$ cat config.mk
export PLATFORM = sky130hd
export DESIGN_NAME = adc_conv_ctl
export DESIGN_NICKNAME = d
export VERILOG_FILES = /design/src/adc_ctl_pkg.sv /design/src/adc_conv_ctl.sv /design/src/pin_sync.sv
export VERILOG_INCLUDE_DIRS = /design/src /design/src/src
export SDC_FILE = /design/constraint.sdc
export NUM_CORES = 1
export LEC_CHECK = 0
export BUFFER_PORTS_ARGS = -buffer_cell sky130_fd_sc_hd__buf_4
export CAP_MARGIN = 20
export CORE_ASPECT_RATIO = 1.2
export CORE_UTILIZATION = 40
export CTS_BUF_LIST = sky130_fd_sc_hd__clkbuf_16
export DETAILED_ROUTE_END_ITERATION = 10
export SETUP_SLACK_MARGIN = 0.1
export SYNTH_ARGS = -nofsm -noshare
export SYNTH_HDL_FRONTEND = slang
export SYNTH_SLANG_ARGS = --single-unit
export TNS_END_PERCENT = 5
$ cat constraint.sdc
create_clock -name core_clk_in -period 5.4 [get_ports core_clk_in]
set_input_delay 0.81 -clock core_clk_in [delete_from_list [all_inputs] [get_ports core_clk_in]]
set_output_delay 0.81 -clock core_clk_in [all_outputs]
set_load 0.02 [all_outputs]
$ cat src/adc_ctl_params.svh
/*
  timing counts, widths and reset values of the conversion control block.
  assumes a 250 mhz core clock and inclusion by bare name.
*/
`ifndef ADC_CTL_PARAMS_SVH
`define ADC_CTL_PARAMS_SVH

// ----------------------------------------------------------------------
// widths
// ----------------------------------------------------------------------
`define RESULT_W        14
`define FRAME_BITS      5'd16
`define BYTE_LO_MSB     7
`define BYTE_HI_LSB     8

// ----------------------------------------------------------------------
// timing
// ----------------------------------------------------------------------
`define CONV_EDGES      5'd19
`define CORE_PERIOD_NS  4
`define START_WIN_NS    30
// longest time: rounded down, never below one cycle
`define START_WIN_CYC   (((`START_WIN_NS) / (`CORE_PERIOD_NS)) < 1 ? 1 : \
                         ((`START_WIN_NS) / (`CORE_PERIOD_NS)))

// ----------------------------------------------------------------------
// reset values
// ----------------------------------------------------------------------
`define RESULT_RST      14'h0000
`define PWRUP_INT_RST   1'b0

`endif

$ cat src/adc_ctl_pkg.sv
/*
  types shared by the conversion control block.
  assumes adc_ctl_params.svh for all numbers.
*/
package adc_ctl_pkg;

  typedef enum logic [1:0] {
    FMT_WORD,
    FMT_BYTE_GATED,
    FMT_BYTE_CONT
  } format_t;

  typedef enum logic {
    ST_IDLE,
    ST_CONV
  } conv_state_t;

  // open-drain serial lines: low enable pulls the line low
  typedef struct packed {
    logic sclk_oe_n;
    logic serial_data_out_oe_n;
    logic strobe_oe_n;
  } serial_oe_t;

endpackage

$ cat src/adc_conv_ctl.sv
/*
  conversion start, end-of-conversion status, parallel and serial result
  delivery of a 14-bit sampling converter.
  assumes host pins and master clock are asynchronous to core_clk_in, and
  the front end presents the held sample on sample_in.
*/
// Functional notes
// - mode one starts on start-pulse rising edge
// - mode one status low only when done
// - read strobe falling edge releases status
// - power-up status high, interrupt pending reset clear
// - word format gives 14 bits, no serial
// - byte format first read clears status
// - serial clock gated or continuous by format
// - mode two starts on chip-select, byte low
// - mode two holds on chip-select falling edge
// - mode two status low while converting
// - word reads wait on busy, then complete
// - lower byte first, upper byte plain read
// - serial behaviour same in both modes
// - conversion lasts 19 or 20 clock edges
// - byte select picks low or zero-padded high
// - sixteen-bit frame, two zeros, msb first
// - format select picks word, gated or continuous
`include "adc_ctl_params.svh"

module adc_conv_ctl (
  // clock and reset
  input  wire logic                    core_clk_in,
  input  wire logic                    rstn_in,
  // host pins
  input  wire logic                    convert_start_n_in,
  input  wire logic                    cs_n_in,
  input  wire logic                    rd_n_in,
  input  wire logic                    upper_byte_select_in,
  input  wire adc_ctl_pkg::format_t    format_sel_in,
  // master clock and front end
  input  wire logic                    master_clk_in,
  input  wire logic [`RESULT_W-1:0]    sample_in,
  output logic                         hold_out,
  // status and parallel data
  output logic                         busy_int_n_out,
  output logic [`RESULT_W-1:0]         data_out,
  output logic                         data_oe_n_out,
  // open-drain serial lines
  output adc_ctl_pkg::serial_oe_t      serial_oe_out
);

  // --------------------------------------------------------------------
  // pin synchronisation
  // --------------------------------------------------------------------
  logic [4:0] lvl;
  logic [4:0] rise;
  logic [4:0] fall;

  pin_sync #(.WIDTH(5)) u_sync (
    .core_clk_in    (core_clk_in),
    .rstn_in        (rstn_in),
    .pin_in         ({master_clk_in, convert_start_n_in, cs_n_in,
                      rd_n_in, upper_byte_select_in}),
    .reset_level_in (5'h1f),
    .level_out      (lvl),
    .rise_out       (rise),
    .fall_out       (fall)
  );

  logic mclk_rise;
  logic mclk_fall;
  logic mclk_lvl;
  logic start_lvl;
  logic ubs_lvl;
  logic mode2;
  logic read_act;
  logic word_fmt;
  assign mclk_rise = rise[4];
  assign mclk_fall = fall[4];
  assign mclk_lvl  = lvl[4];
  assign start_lvl = lvl[3];
  assign ubs_lvl   = lvl[0];
  // start input tied low selects the second mode
  assign mode2     = ~start_lvl;
  assign read_act  = ~lvl[2] & ~lvl[1];
  assign word_fmt  = (format_sel_in == adc_ctl_pkg::FMT_WORD);

  // --------------------------------------------------------------------
  // conversion sequencing
  // --------------------------------------------------------------------
  adc_ctl_pkg::conv_state_t state;
  adc_ctl_pkg::conv_state_t next_state;
  logic [4:0]            edge_cnt;
  logic [4:0]            next_edge_cnt;
  logic [2:0]            win_cnt;
  logic [2:0]            next_win_cnt;
  logic                  first_pend;
  logic                  next_first_pend;
  logic [`RESULT_W-1:0]  sample_q;
  logic [`RESULT_W-1:0]  next_sample_q;
  logic [`RESULT_W-1:0]  result;
  logic [`RESULT_W-1:0]  next_result;
  logic                  int_pend;
  logic                  next_int_pend;
  logic                  read_q;
  logic                  start_req;
  logic                  done;
  logic                  read_fall;

  // a second start while converting is ignored, not restarted
  // the start pulse pulls the synced level low, so mode2 reads high
  // while it lasts; a rising start edge only exists in mode one
  assign start_req = (state == adc_ctl_pkg::ST_IDLE) &&
                     (rise[3] ||
                      (mode2 && fall[2] && ~ubs_lvl));
  assign read_fall = read_act & ~read_q;

  always_comb
  begin
    next_state      = state;
    next_edge_cnt   = edge_cnt;
    next_win_cnt    = win_cnt;
    next_first_pend = first_pend;
    next_sample_q   = sample_q;
    next_result     = result;
    done            = 1'b0;
    if (start_req)
    begin
      next_state      = adc_ctl_pkg::ST_CONV;
      next_edge_cnt   = 5'h00;
      next_win_cnt    = 3'h0;
      next_first_pend = 1'b1;
      next_sample_q   = sample_in;
    end
    else if (state == adc_ctl_pkg::ST_CONV)
    begin
      if (win_cnt != 3'h7)
        next_win_cnt = win_cnt + 3'h1;
      if (mclk_rise)
      begin
        next_first_pend = 1'b0;
        // an edge too close to the start is not counted
        if (!(first_pend && (win_cnt < 3'(`START_WIN_CYC))))
        begin
          next_edge_cnt = edge_cnt + 5'h01;
          if (next_edge_cnt == `CONV_EDGES)
          begin
            done        = 1'b1;
            next_state  = adc_ctl_pkg::ST_IDLE;
            next_result = sample_q;
          end
        end
      end
    end
    // set wins over a clear in the same cycle
    next_int_pend = int_pend;
    if (read_fall && !mode2)
      next_int_pend = 1'b0;
    if (done && !mode2)
      next_int_pend = 1'b1;
  end

  always_ff @(posedge core_clk_in or negedge rstn_in)
  begin
    if (!rstn_in)
    begin
      state      <= adc_ctl_pkg::ST_IDLE;
      edge_cnt   <= 5'h00;
      win_cnt    <= 3'h0;
      first_pend <= 1'b0;
      sample_q   <= `RESULT_RST;
      result     <= `RESULT_RST;
      int_pend   <= `PWRUP_INT_RST;
      read_q     <= 1'b0;
    end
    else
    begin
      state      <= next_state;
      edge_cnt   <= next_edge_cnt;
      win_cnt    <= next_win_cnt;
      first_pend <= next_first_pend;
      sample_q   <= next_sample_q;
      result     <= next_result;
      int_pend   <= next_int_pend;
      read_q     <= read_act;
    end
  end

  logic conv;
  assign conv     = (state == adc_ctl_pkg::ST_CONV);
  assign hold_out = conv;
  assign busy_int_n_out = mode2 ? ~conv : ~int_pend;

  // --------------------------------------------------------------------
  // parallel read data
  // --------------------------------------------------------------------
  logic [`RESULT_W-1:0] next_data;

  always_comb
  begin
    if (word_fmt)
      next_data = result;
    else if (ubs_lvl)
      next_data = {8'h00,
                   result[`RESULT_W-1:`BYTE_HI_LSB]};
    else
      next_data = {6'h00, result[`BYTE_LO_MSB:0]};
  end

  always_ff @(posedge core_clk_in or negedge rstn_in)
  begin
    if (!rstn_in)
      data_out <= `RESULT_RST;
    else
      data_out <= next_data;
  end

  assign data_oe_n_out = ~read_act;

  // --------------------------------------------------------------------
  // serial frame
  // --------------------------------------------------------------------
  logic [15:0] shift;
  logic [15:0] next_shift;
  logic [4:0]  bit_cnt;
  logic [4:0]  next_bit_cnt;
  logic        frame_act;

  // identical in both modes: driven only by start and master clock
  // open through the low half of the last bit, so its fall is framed
  assign frame_act = conv && (bit_cnt <= `FRAME_BITS) && !word_fmt;

  always_comb
  begin
    next_shift   = shift;
    next_bit_cnt = bit_cnt;
    if (start_req)
    begin
      next_shift   = {2'b00, sample_in};
      next_bit_cnt = 5'h00;
    end
    else if (conv)
    begin
      if (mclk_fall && (bit_cnt < `FRAME_BITS))
        next_bit_cnt = bit_cnt + 5'h01;
      // the frame closes on the rise after its last bit was taken
      if (mclk_rise && (bit_cnt == `FRAME_BITS))
        next_bit_cnt = bit_cnt + 5'h01;
      // data moves on the rising edge after its bit was taken
      if (mclk_rise && (bit_cnt != 5'h00))
        next_shift = {shift[14:0], 1'b0};
    end
  end

  always_ff @(posedge core_clk_in or negedge rstn_in)
  begin
    if (!rstn_in)
    begin
      shift   <= 16'h0000;
      bit_cnt <= 5'h00;
    end
    else
    begin
      shift   <= next_shift;
      bit_cnt <= next_bit_cnt;
    end
  end

  // gated clock lets several converters share one serial bus
  always_comb
  begin
    serial_oe_out.strobe_oe_n = ~frame_act;
    serial_oe_out.serial_data_out_oe_n  = ~(frame_act & ~shift[15]);
    if (format_sel_in == adc_ctl_pkg::FMT_BYTE_CONT)
      serial_oe_out.sclk_oe_n = mclk_lvl;
    else
      // no low half before the first counted fall: avoids a runt bit
      serial_oe_out.sclk_oe_n = ~(frame_act & ~mclk_lvl &
                                  (bit_cnt != 5'h00));
  end
endmodule // adc_conv_ctl

$ cat src/pin_sync.sv
/*
  three-stage synchroniser with agreement filter and edge pulses.
  assumes asynchronous pins; outputs are in the core clock domain.
*/
module pin_sync #(
  parameter int WIDTH = 1
) (
  // clock and reset
  input  wire logic             core_clk_in,
  input  wire logic             rstn_in,
  // pins and filtered views
  input  wire logic [WIDTH-1:0] pin_in,
  input  wire logic [WIDTH-1:0] reset_level_in,
  output logic      [WIDTH-1:0] level_out,
  output logic      [WIDTH-1:0] rise_out,
  output logic      [WIDTH-1:0] fall_out
);

  logic [WIDTH-1:0] stage1;
  logic [WIDTH-1:0] stage2;
  logic [WIDTH-1:0] stage3;
  logic [WIDTH-1:0] level;
  logic [WIDTH-1:0] next_level;
  logic             primed;

  genvar i;
  generate
    for (i = 0; i < WIDTH; i++)
    begin : g_bit
      // a change counts only once stages two and three agree
      always_comb
      begin
        next_level[i] = (stage2[i] == stage3[i]) ? stage3[i] : level[i];
        // no edges until the stages hold the idle level
        rise_out[i]   = primed & next_level[i] & ~level[i];
        fall_out[i]   = primed & ~next_level[i] & level[i];
      end
    end
  endgenerate

  // reset level is a tie-off constant, caught after release
  always_ff @(posedge core_clk_in or negedge rstn_in)
  begin
    if (!rstn_in)
    begin
      stage1 <= '1;
      stage2 <= '1;
      stage3 <= '1;
      level  <= '1;
      primed <= 1'b0;
    end
    else if (!primed)
    begin
      stage1 <= reset_level_in;
      stage2 <= reset_level_in;
      stage3 <= reset_level_in;
      level  <= reset_level_in;
      primed <= 1'b1;
    end
    else
    begin
      stage1 <= pin_in;
      stage2 <= stage1;
      stage3 <= stage2;
      level  <= next_level;
    end
  end

  assign level_out = level;

endmodule // pin_sync

# Yosys cells after proc, flatten, opt, wreduce, memory -nomap -nowiden
# Index checks and enable logic that the tools add are counted.
# W data, S select, Z words.
# totals
ff_bits	96
input_bits	23
wordCells	135
# op_classes
addsub	3
magnitude_cmp	3
n_eq_ne	12
n_mux	42
bitwise	30
reduce_logical	27
# op_table
op	n
$mux W5	12
$mux W16	3
$mux W1	22
$not A1 Y1	17
$mux W14	1
$and A1 B1 Y1	13
$logic_and A1 B1 Y1	11
$add A5 B1 Y5 const B	2
$eq A5 B5 Y1 const B	2
$reduce_bool A2 Y1	5
$mux W3	3
$mux W8	1
$reduce_and A2 Y1	4
$ne A2 B2 Y1 const B	3
$eq A1 B1 Y1	5
$le A5 B5 Y1 const B	1
$lt A5 B5 Y1 const B	1
$reduce_and A5 Y1	1
$reduce_bool A5 Y1	1
$add A3 B1 Y3 const B	1
$lt A3 B3 Y1 const B	1
$ne A3 B3 Y1 const B	1
$reduce_and A3 Y1	1
$reduce_bool A3 Y1	1
other kinds (4)	4

# Logic depth before layout (Yosys ltp)
# Gate-level depths: netlist (run 1).
# depth
word_depth	12
depth_mapped	9

# By module
# From an unflattened synthesis (run 1), not the netlist that was laid out.
# unflattened
hier_cells	361
area_unflattened_um2	4232.8
# by_module_without_submodules
module	instances	cells_each	area_per_inst_um2
adc_conv_ctl	1	271	3256.9
pin_sync	1	90	975.9

# Worst setup path after synthesis (run 1)
# No wires, ideal clock.
# synth_timing
path_type	register to output
start	register bit_cnt[0]
end	output serial_oe_out[1] in the netlist's numbering
t_arrival_ns	1.624
slack_ns	2.966
stages_incl_launch_ff	7
n_path_buf	0
path_cell_list	dfrtp_1 inv_1 ha_1 or3b_1 nand2_1 nand3b_1 or2_2
# synth_rtl
item	line_no	rtl
start: declaration	adc_conv_ctl.sv:222	logic [4:0] bit_cnt;
start signal: assignment	adc_conv_ctl.sv:262	bit_cnt <= next_bit_cnt;
end: declaration	adc_conv_ctl.sv:46	output adc_ctl_pkg::serial_oe_t serial_oe_out

==> metrics.log, run 1 <==
INFO  metric max_slew.worst_pin.slew = 987 ps
INFO  metric initial_core_util = 0.415
INFO  metric worstReg2RegStart = u_sync.primed$_DFF_PN0_
INFO  metric grt-ovfl-total = 0
INFO  metric yosys.area.top_type = sky130_fd_sc_hd__dfrtp_1
INFO  metric final.hold.worst_slack = 474 ps
INFO  metric static_leakage = 0.00217 uW
INFO  metric min_path_type = register to register
INFO  metric cp_max_fo = 4
INFO  metric synth_simple_gate_area_share = 0.162
INFO  metric grtUsageTotal = 0.153
INFO  metric max_slew_violation_total_from_the_final_report = 0
INFO  metric finalSetupTns = 0 ps
INFO  metric setup.worst_path.end_class = primary output
INFO  metric detail_route.wl_per_cell = 13.8 um
INFO  metric postSynthCellCount = 328
INFO  metric hpwlAfterDp = 4670 um
INFO  metric skew_pair_late_insertion_delay = 340 ps
INFO  metric detail_route.wirelength = 6880 um
INFO  metric numPortBuffers = 42
INFO  metric max_freq = 353 MHz
INFO  metric synth.yosys.warnings = 0
INFO  metric max_stage_delay = 420 ps
INFO  metric pin_count = 43
INFO  metric cts-htree-levels = 3
INFO  metric combinational_family_with_the_most_area_after_synthesis = simple AND/OR/NAND/NOR gates
INFO  metric postCtsSetupRepairBufs = 0
INFO  metric timing.critical_path.from_type = register
INFO  metric cts_buffers = 9
INFO  metric hold_fix_buffers_cts = 0
INFO  metric average_instance_area_after_synthesis = 12.1 um^2
INFO  metric cp_data_arrival_time = 2020 ps
INFO  metric post_synth_fa_ha_maj_area_fraction = 0.0188
INFO  metric muxShareOfSynthArea = 0.108
INFO  metric fp.coreArea = 9610 um^2
INFO  metric drt-vias-per-instance = 4.83
INFO  metric min_period_over_period = 0.524
INFO  metric detailroute.via_count = 2,410
INFO  metric layout.filler_cells = 861
INFO  metric final_nets = 400
INFO  metric drv.max_cap_violation_count = 0
INFO  metric hold_violations = 0
INFO  metric ctsLongestPathBuffers = 2
INFO  metric root_buffer = sky130_fd_sc_hd__clkbuf_16
INFO  metric drt_first_iter_violations = 115
INFO  metric start_point_of_the_worst_min_delay_path = sample_q[4]$_DFFE_PN0N_
INFO  metric multi_input_area = 1450 um^2
INFO  metric seq_area_frac_synth = 0.609
INFO  metric timing.final.crit_period = 2830 ps
INFO  metric post_route_skew = 8.03 ps
INFO  metric grt_max_degree = 60
INFO  metric outcome = completed
INFO  metric worst_path_buf_inv = 2
INFO  metric detail-route-antenna-nets = 0
INFO  metric synth.net_count = 357
INFO  metric cts-resized-gates = 0
INFO  metric startpoint = bit_cnt[0]$_DFFE_PN0P_
INFO  metric synthToLayoutAreaGrowth = 18.1%
INFO  metric diodes = 0
INFO  metric clock_edge_transition_at_the_registers_on_the_reported_setup_and_hold_paths = 60 ps
INFO  metric chipWidth = 93.1 um
INFO  metric synthTopCellsByArea = sky130_fd_sc_hd__dfrtp_1, sky130_fd_sc_hd__dfstp_2, sky130_fd_sc_hd__nand2_1
INFO  metric crit_chain = inv_1, ha_1, or3b_1, nand2_1, nand3b_1, or2_2, buf_4
INFO  metric timing.max_slew.rel_slack = 0.342
INFO  metric seq_area = 2430 um^2
INFO  metric maximum_resistive_drop_on_vdd = 169 uV
INFO  metric postSynthRegisterBits = 96
INFO  metric first_pass_grt_wire_length = 12,100 um
INFO  metric die_area = 10,400 um^2
INFO  metric synth_largest_type_area_fraction = 0.477
INFO  metric gp_routability_congestion = 0.747
INFO  metric drc = 0
INFO  metric tritoncts = built
INFO  metric timing.critical_path.max_delay_family = simple AND/OR/NAND/NOR gates
INFO  metric antenna_found_initial = 0
INFO  metric setup_violations = 0
INFO  metric grt_setup_unrepaired = no
INFO  metric crit_path_top_delay_cell = sky130_fd_sc_hd__dfrtp_1
INFO  metric rows = 39
INFO  metric timing_worst_setup_path_type = register to primary output
INFO  metric cts_sinks = 96
INFO  metric syn_area = 3990 um^2
INFO  metric fraction_of_layout_instances_using_a_drive_strength_above_1 = 0.290
INFO  metric die_h = 111 um
INFO  metric first_pass_iters = 4
INFO  metric required_time_at_the_worst_slack_endpoint = 4590 ps
INFO  metric number_of_global_route_vias_before_repair = 2,517
INFO  metric synthDistinctLibCells = 46
INFO  metric synth_compound_gate_area_share = 0.0593
INFO  metric power.density = 334 nW/um^2
INFO  metric setup.reg_to_reg.worst_slack = 2930 ps
INFO  metric synth_xor_area_frac = 0.0154
==> layout by cell type, fill, tap and decap left out, types with 5 or more instances in the layout <==
cell / count
sky130_fd_sc_hd__nand2b_1: 21
sky130_fd_sc_hd__o21ai_0: 14
sky130_fd_sc_hd__mux2_4: 9
sky130_fd_sc_hd__inv_1: 6
sky130_fd_sc_hd__dfstp_2: 20
sky130_fd_sc_hd__clkbuf_16: 9
sky130_fd_sc_hd__and2_1: 10
sky130_fd_sc_hd__mux2_2: 11
sky130_fd_sc_hd__nand2_1: 52
sky130_fd_sc_hd__mux2i_1: 17
sky130_fd_sc_hd__nor2_1: 19
sky130_fd_sc_hd__a21oi_1: 5
sky130_fd_sc_hd__o21ai_1: 10
sky130_fd_sc_hd__buf_4: 44
sky130_fd_sc_hd__dfrtp_1: 76
sky130_fd_sc_hd__ha_1: 6
==> Yosys cell counts (all sizes together) <==
master / n
a21oi: 6
a22o: 1
mux2i: 17
a31o: 1
nor2b: 1
nor2: 20
o31a: 1
nor3: 1
nand4b: 1
or2: 2
conb: 1
nand2b: 21
nand3b: 3
or4b: 2
o21ai: 24
nand4: 4
a211oi: 2
nor3b: 1
o31ai: 2
and2: 10
and2b: 1
a21o: 1
inv: 6
nand2: 53
or3b: 1
a31oi: 1
dfstp: 20
nand3: 3
mux2: 20
clkbuf: 4
dfrtp: 76
xnor2: 4
ha: 6
xor2: 3
buf: 8
==> metal layers <==
layer / GRT usage / routed length (um) / part of all wire
met1: 0.180 / 3040 / 0.44
met2: 0.262 / 3440 / 0.50
met3: 0.0417 / 263 / 0.038
met4: 0.0646 / 132 / 0.019
met5: 0 / 0 / 0
==> area by class of cell <==
cell class                      instances  area share
Multi-Input combinational cell        214       0.309
Timing Repair Buffer                   44      0.0702
Inverter                                6     0.00478
Clock buffer                            9      0.0478
Tap cell                              123      0.0327
Clock inverter                          7      0.0202
Sequential cell                        96       0.516
==> logic make-up (layout without fill, tap and decap cells) <==
group,Yosys count,count (layout)
AND/OR/NAND/NOR,124,124
flip-flops,96,96
AO/OA/AOI/OAI,39,39
multiplexers,37,37
buffers and inverters,18,66
XOR/XNOR,7,7
adder cells (fa/ha/maj),6,6
other,1,1
==> per-stage QoR <==
stage	util	std cells	total power (uW)	cell area [um^2]	setup WS [ps]
after global placement	0.456	483	912	4390	2840
after floorplan	-	328	868	3990	2970
after CTS	0.490	499	1600	4710	2530
after detailed placement	0.456	483	919	4390	2830
after global routing	0.490	499	1650	4710	2460
final	0.490	499	1570	4710	2570
==> worst reg2reg max path, stage by stage, from the launching register on <==
cell	delay, ps
sky130_fd_sc_hd__dfrtp_1	760
sky130_fd_sc_hd__nand2_2	230
sky130_fd_sc_hd__nor2_1	180
sky130_fd_sc_hd__and2_1	800
sky130_fd_sc_hd__mux2i_1	290
sky130_fd_sc_hd__o21ai_1	70
==> final timing paths <==
| path | cells after the start | end |
|---|---|---|
| setup / recovery | 7 | serial_oe_out[1] |
| hold / removal | 2 | sample_q[4]$_DFFE_PN0N_ |
| setup reg to reg | 5 | shift[8]$_DFFE_PN0P_ |
| hold reg to reg | 2 | sample_q[4]$_DFFE_PN0N_ |
| max in group asynchronous | 2 | u_sync.level_out[3]$_DFF_PN1_ |
| min in group asynchronous | 1 | sample_q[3]$_DFFE_PN0N_ |
==> report_power, final <==
part,internal (uW),switching [uW]
registers,766,34.6
logic,49.3,54.2
clock network,406,264
==> sequential cells by signal (all words and copies together), names as in the netlist <==
signal / flops
int_pend: 1
bit_cnt: 5
u_sync.level_out: 5
u_sync.stage2: 5
u_sync.primed: 1
u_sync.stage3: 5
first_pend: 1
edge_cnt: 5
win_cnt: 3
hold_out: 1
read_q: 1
shift: 16
sample_q: 14
u_sync.stage1: 5
result: 14
data_out: 14
Note: power is estimated with default switching activity, not from simulation.
==> run 2, diff against run 1 <==
--- a/config.mk
+++ b/config.mk
@@ -6,6 +6,7 @@
 export SDC_FILE = /design/constraint.sdc
 export NUM_CORES = 1
 export LEC_CHECK = 0
+export ABC_AREA = 1
 export BUFFER_PORTS_ARGS = -buffer_cell sky130_fd_sc_hd__buf_4
 export CAP_MARGIN = 20
 export CORE_ASPECT_RATIO = 1.2
==> constraint.sdc (replaced) <==
create_clock -name core_clk_in -period 2.84 [get_ports core_clk_in]
set_input_delay 0.426 -clock core_clk_in [delete_from_list [all_inputs] [get_ports core_clk_in]]
set_output_delay 0.426 -clock core_clk_in [all_outputs]
set_load 0.02 [all_outputs]
==> run 2 against run 1 <==
Effect of this change:
- setup slack got worse by 1900 ps
- largest power group unchanged
- highest routed layer unchanged
- combinational power up 140%
- register-to-register slack lost 2000 ps
==> metrics.log, run 2 <==
INFO  metric first_pass_iters = 4 (unchanged)
INFO  metric max_stage_delay = 400 ps (-20 ps)
INFO  metric max_slew.worst_pin.slew = 752 ps (-235 ps)
INFO  metric max_slew_violation_total_from_the_final_report = 0 (unchanged)
INFO  metric grt-ovfl-total = 0 (unchanged)
INFO  metric grt_setup_unrepaired = no
INFO  metric drc = 0 (unchanged)
INFO  metric grt_max_degree = 60 (unchanged)
INFO  metric synthTopCellsByArea = sky130_fd_sc_hd__dfrtp_1, sky130_fd_sc_hd__dfstp_2, sky130_fd_sc_hd__nand2_1
INFO  metric final.hold.worst_slack = 139 ps (-335 ps)
INFO  metric timing.critical_path.max_delay_family = simple AND/OR/NAND/NOR gates
INFO  metric rows = 40 (+2.6%)
INFO  metric synth_ff_type = sky130_fd_sc_hd__dfrtp_1
INFO  metric outcome = completed
INFO  metric setup_violations = 0 (unchanged)
INFO  metric final_nets = 538 (+35%)
INFO  metric postSynthCellCount = 465 (+42%)
INFO  metric flip_flop_count_of_the_largest_register_all_copies_and_words_added = 16 (unchanged)
INFO  metric max_flop_register = shift
INFO  metric cp_data_arrival_time = 1720 ps (-300 ps)
INFO  metric postCtsSetupRepairBufs = 0 (unchanged)
INFO  metric chipWidth = 95.3 um (+2.3%)
INFO  metric first_pass_grt_wire_length = 13,700 um (+13%)
INFO  metric min_period_over_period = 0.754
INFO  metric min_path_type = primary input to async pin
INFO  metric crit_chain = inv_1, ha_1, nand3_1, nor2_1, o21ai_0, nand3_1, buf_4
INFO  metric timing.critical_path.mode_cell = sky130_fd_sc_hd__nand3_1
INFO  metric hold_violations = 0 (unchanged)
INFO  metric antenna_found_initial = 0 (unchanged)
INFO  metric timing.final.crit_period = 2140 ps
INFO  metric synthDistinctLibCells = 32 (-30%)
INFO  metric die_area = 10,900 um^2 (+4.7%)
INFO  metric cts_buffers = 9 (unchanged)
INFO  metric crit_path_top_delay_cell = sky130_fd_sc_hd__dfrtp_1
INFO  metric numPortBuffers = 42 (unchanged)
INFO  metric die_h = 114 um (+2.3%)
INFO  metric static_leakage = 0.00262 uW (+20%)
INFO  metric drt_first_iter_violations = 109 (-5.2%)
INFO  metric power.density = 616 nW/um^2 (+84%)
INFO  metric detail_route.wirelength = 7960 um (+16%)
INFO  metric timing.max_slew.rel_slack = 0.499 (+0.156)
INFO  metric post_route_skew = 4.10 ps (-3.93 ps)
INFO  metric most_common_library_cell_in_the_layout_ignoring_fill_and_taps = sky130_fd_sc_hd__nand2_1
INFO  metric netSwitchingPower = 701 uW (+99%)
INFO  metric hold_fix_buffers_cts = 0 (unchanged)
INFO  metric detail_route.wl_per_cell = 12.4 um (-9.8%)
INFO  metric syn_area = 4180 um^2 (+4.8%)
INFO  metric synthToLayoutAreaGrowth = 18.3%
INFO  metric setup_slack = 698 ps (-1870 ps)
INFO  metric synth.most_common_cell = sky130_fd_sc_hd__nand2_1
INFO  metric clock_power_frac = 0.423 (-0.003)
INFO  metric skew_pair_late_insertion_delay = 340 ps (about the same)
INFO  metric timing.critical_path.from_type = register
INFO  metric synth_largest_type_area_fraction = 0.455 (-0.0219)
INFO  metric diodes = 0 (unchanged)
INFO  metric ctsLongestPathBuffers = 2 (unchanged)
INFO  metric path_depth = 7 (unchanged)
INFO  metric synth.yosys.warnings = 0 (unchanged)
INFO  metric synth_enable_flop_cells = 0 (unchanged)
INFO  metric initial_core_util = 0.415 (+0.000623)
INFO  metric root_buffer = sky130_fd_sc_hd__clkbuf_16
INFO  metric required_time_at_the_worst_slack_endpoint = 2410 ps (-2180 ps)
INFO  metric hpwlAfterDp = 5620 um (+20%)
INFO  metric fp.coreArea = 10,100 um^2 (+4.6%)
INFO  metric cts_sinks = 96 (unchanged)
INFO  metric dp_worst_setup_slack = 949 ps (-1880 ps)
INFO  metric highest_count_cells_in_the_layout_ignoring_fill_and_taps = sky130_fd_sc_hd__nand2_1, sky130_fd_sc_hd__dfrtp_1, sky130_fd_sc_hd__inv_1, sky130_fd_sc_hd__buf_4, sky130_fd_sc_hd__o21ai_0
INFO  metric p_sw_frac = 0.230 (+0.00641)
INFO  metric yosys.area.top_type = sky130_fd_sc_hd__dfrtp_1
INFO  metric pin_count = 43 (unchanged)
INFO  metric tritoncts = built
INFO  metric fraction_of_layout_instances_using_a_drive_strength_above_1 = 0.216 (-0.0739)
INFO  metric worstReg2RegStart = u_sync.level_out[3]$_DFF_PN1_
INFO  metric p_int = 2340 uW (+92%)
INFO  metric worst_path_buf_inv = 2 (unchanged)
INFO  metric finish.utilization = 0.491 (+0.00164)
INFO  metric synth.net_count = 494 (+38%)
INFO  metric cts-htree-levels = 3 (unchanged)
INFO  metric cts-resized-gates = 0 (unchanged)
INFO  metric place.detailed.instances = 624 (+29%)
INFO  metric maximum_resistive_drop_on_vdd = 285 uV (+69%)
INFO  metric grtUsageTotal = 0.167 (+0.0133)
INFO  metric average_instance_area_after_synthesis = 8.98 um^2 (-26%)
INFO  metric postSynthRegisterBits = 96 (unchanged)
INFO  metric worstReg2RegEnd = bit_cnt[2]$_DFFE_PN0P_
INFO  metric finalSetupTns = 0 ps (unchanged)
INFO  metric setup.worst_path.end_class = primary output
INFO  metric detailroute.via_count = 3,050 (+27%)
INFO  metric comb_power_share = 0.084 (+0.018)
INFO  metric stdcell_count = 640 (+28%)
INFO  metric drv.max_cap_violation_count = 0 (unchanged)
INFO  metric seq_area_frac_synth = 0.581 (-0.0279)
INFO  metric clock_edge_transition_at_the_registers_on_the_reported_setup_and_hold_paths = 60 ps (about the same)
INFO  metric cp_max_fo = 3 (-1)
INFO  metric number_of_global_route_vias_before_repair = 2,975 (+18%)
INFO  metric async_reset_ff_frac = 1.00 (unchanged)
INFO  metric r2r.worst_path.cells = 8 (+3)
INFO  metric max_freq = 467 MHz
INFO  metric gp_routability_congestion = 0.792 (+6.0%)
INFO  metric sequentialPowerShare = 0.494 (-0.015)
INFO  metric detail-route-antenna-nets = 0 (unchanged)
INFO  metric timing_worst_setup_path_type = register to primary output
INFO  metric netlist_top_cells_count = sky130_fd_sc_hd__nand2_1, sky130_fd_sc_hd__dfrtp_1, sky130_fd_sc_hd__inv_1
INFO  metric drt-vias-per-instance = 4.77 (-1.3%)
INFO  metric setup.reg_to_reg.worst_slack = 950 ps (-1980 ps)
[run 2: cell types whose count changed in the layout (fill, tap and decap cells not counted), sizes merged, moves of 10 or more]
cell,delta
or2,+13
mux2i,-17
mux2,-20
nand2,+65
nand4,+10
o21ai,+27
and2,-10
nand2b,-21
inv,+75
nand3,+28
[run 2: how the worst max path moves through the flow]
stage                                   from                       to  slack [ps]
3_3_place_gp   u_sync.level_out[3]$_DFF_PN1_  sample_q[0]$_DFFE_PN0N_        1010
5_1_grt               bit_cnt[0]$_DFFE_PN0P_         serial_oe_out[2]         610
4_1_cts               bit_cnt[0]$_DFFE_PN0P_         serial_oe_out[2]         690
6_report              bit_cnt[0]$_DFFE_PN0P_         serial_oe_out[2]         700
2_1_floorplan             hold_out$_DFF_PN0_           busy_int_n_out        1070
3_5_place_dp   u_sync.level_out[3]$_DFF_PN1_  sample_q[0]$_DFFE_PN0N_         950
[run 2: routing by layer]
metal,track usage,up-vias,part of all wire
li1,-,1528,-
met1,0.216,1453,0.47
met2,0.265,53,0.47
met3,0.0427,16,0.037
met4,0.0657,0,0.022
met5,0,-,0
[run 2: worst reg2reg max path, stage by stage, from the launching register on]
cell	delay [ps]
sky130_fd_sc_hd__dfstp_2	530
sky130_fd_sc_hd__inv_2	140
sky130_fd_sc_hd__nand2_1	130
sky130_fd_sc_hd__nand3_1	110
sky130_fd_sc_hd__nand2_2	120
sky130_fd_sc_hd__nand3_4	250
sky130_fd_sc_hd__buf_4	310
sky130_fd_sc_hd__nand2_1	110
sky130_fd_sc_hd__o21ai_0	80
[run 2: layout make-up]
class | instances | area (um^2)
fillers | 939 | 5120
well taps | 126 | 158
inverters | 80 | 300
repair buffers | 48 | 373
flip-flops and latches | 96 | 2430
multi-input cells | 274 | 1360
clock inverters | 5 | 50.0
clock buffers | 11 | 275
[run 2: kinds of logic after synthesis]
group / count (synthesis) / synth area share
AO/OA/AOI/OAI: 60 / 0.0740
flip-flops: 96 / 0.581
buffers and inverters: 95 / 0.0935
XOR/XNOR: 5 / 0.0105
adder cells (fa/ha/maj): 6 / 0.0180
AND/OR/NAND/NOR: 202 / 0.222
other: 1 / 0.000898
[run 2: power by group through the flow]
| stage | combinational, uW | clock [uW] | sequential [uW] |
|---|---|---|---|
| 2_1_floorplan | 152 | 0 | 1520 |
| 3_3_place_gp | 250 | 0 | 1520 |
| 3_5_place_dp | 259 | 0 | 1520 |
| 4_1_cts | 261 | 1320 | 1500 |
| 5_1_grt | 298 | 1370 | 1510 |
| 6_report | 254 | 1290 | 1500 |
[run 2: metrics by stage]
stage	area, um^2	power, uW
6_report	4940	3040
5_1_grt	4940	3180
3_3_place_gp	4620	1770
2_1_floorplan	4180	1670
3_5_place_dp	4620	1780
4_1_cts	4940	3080
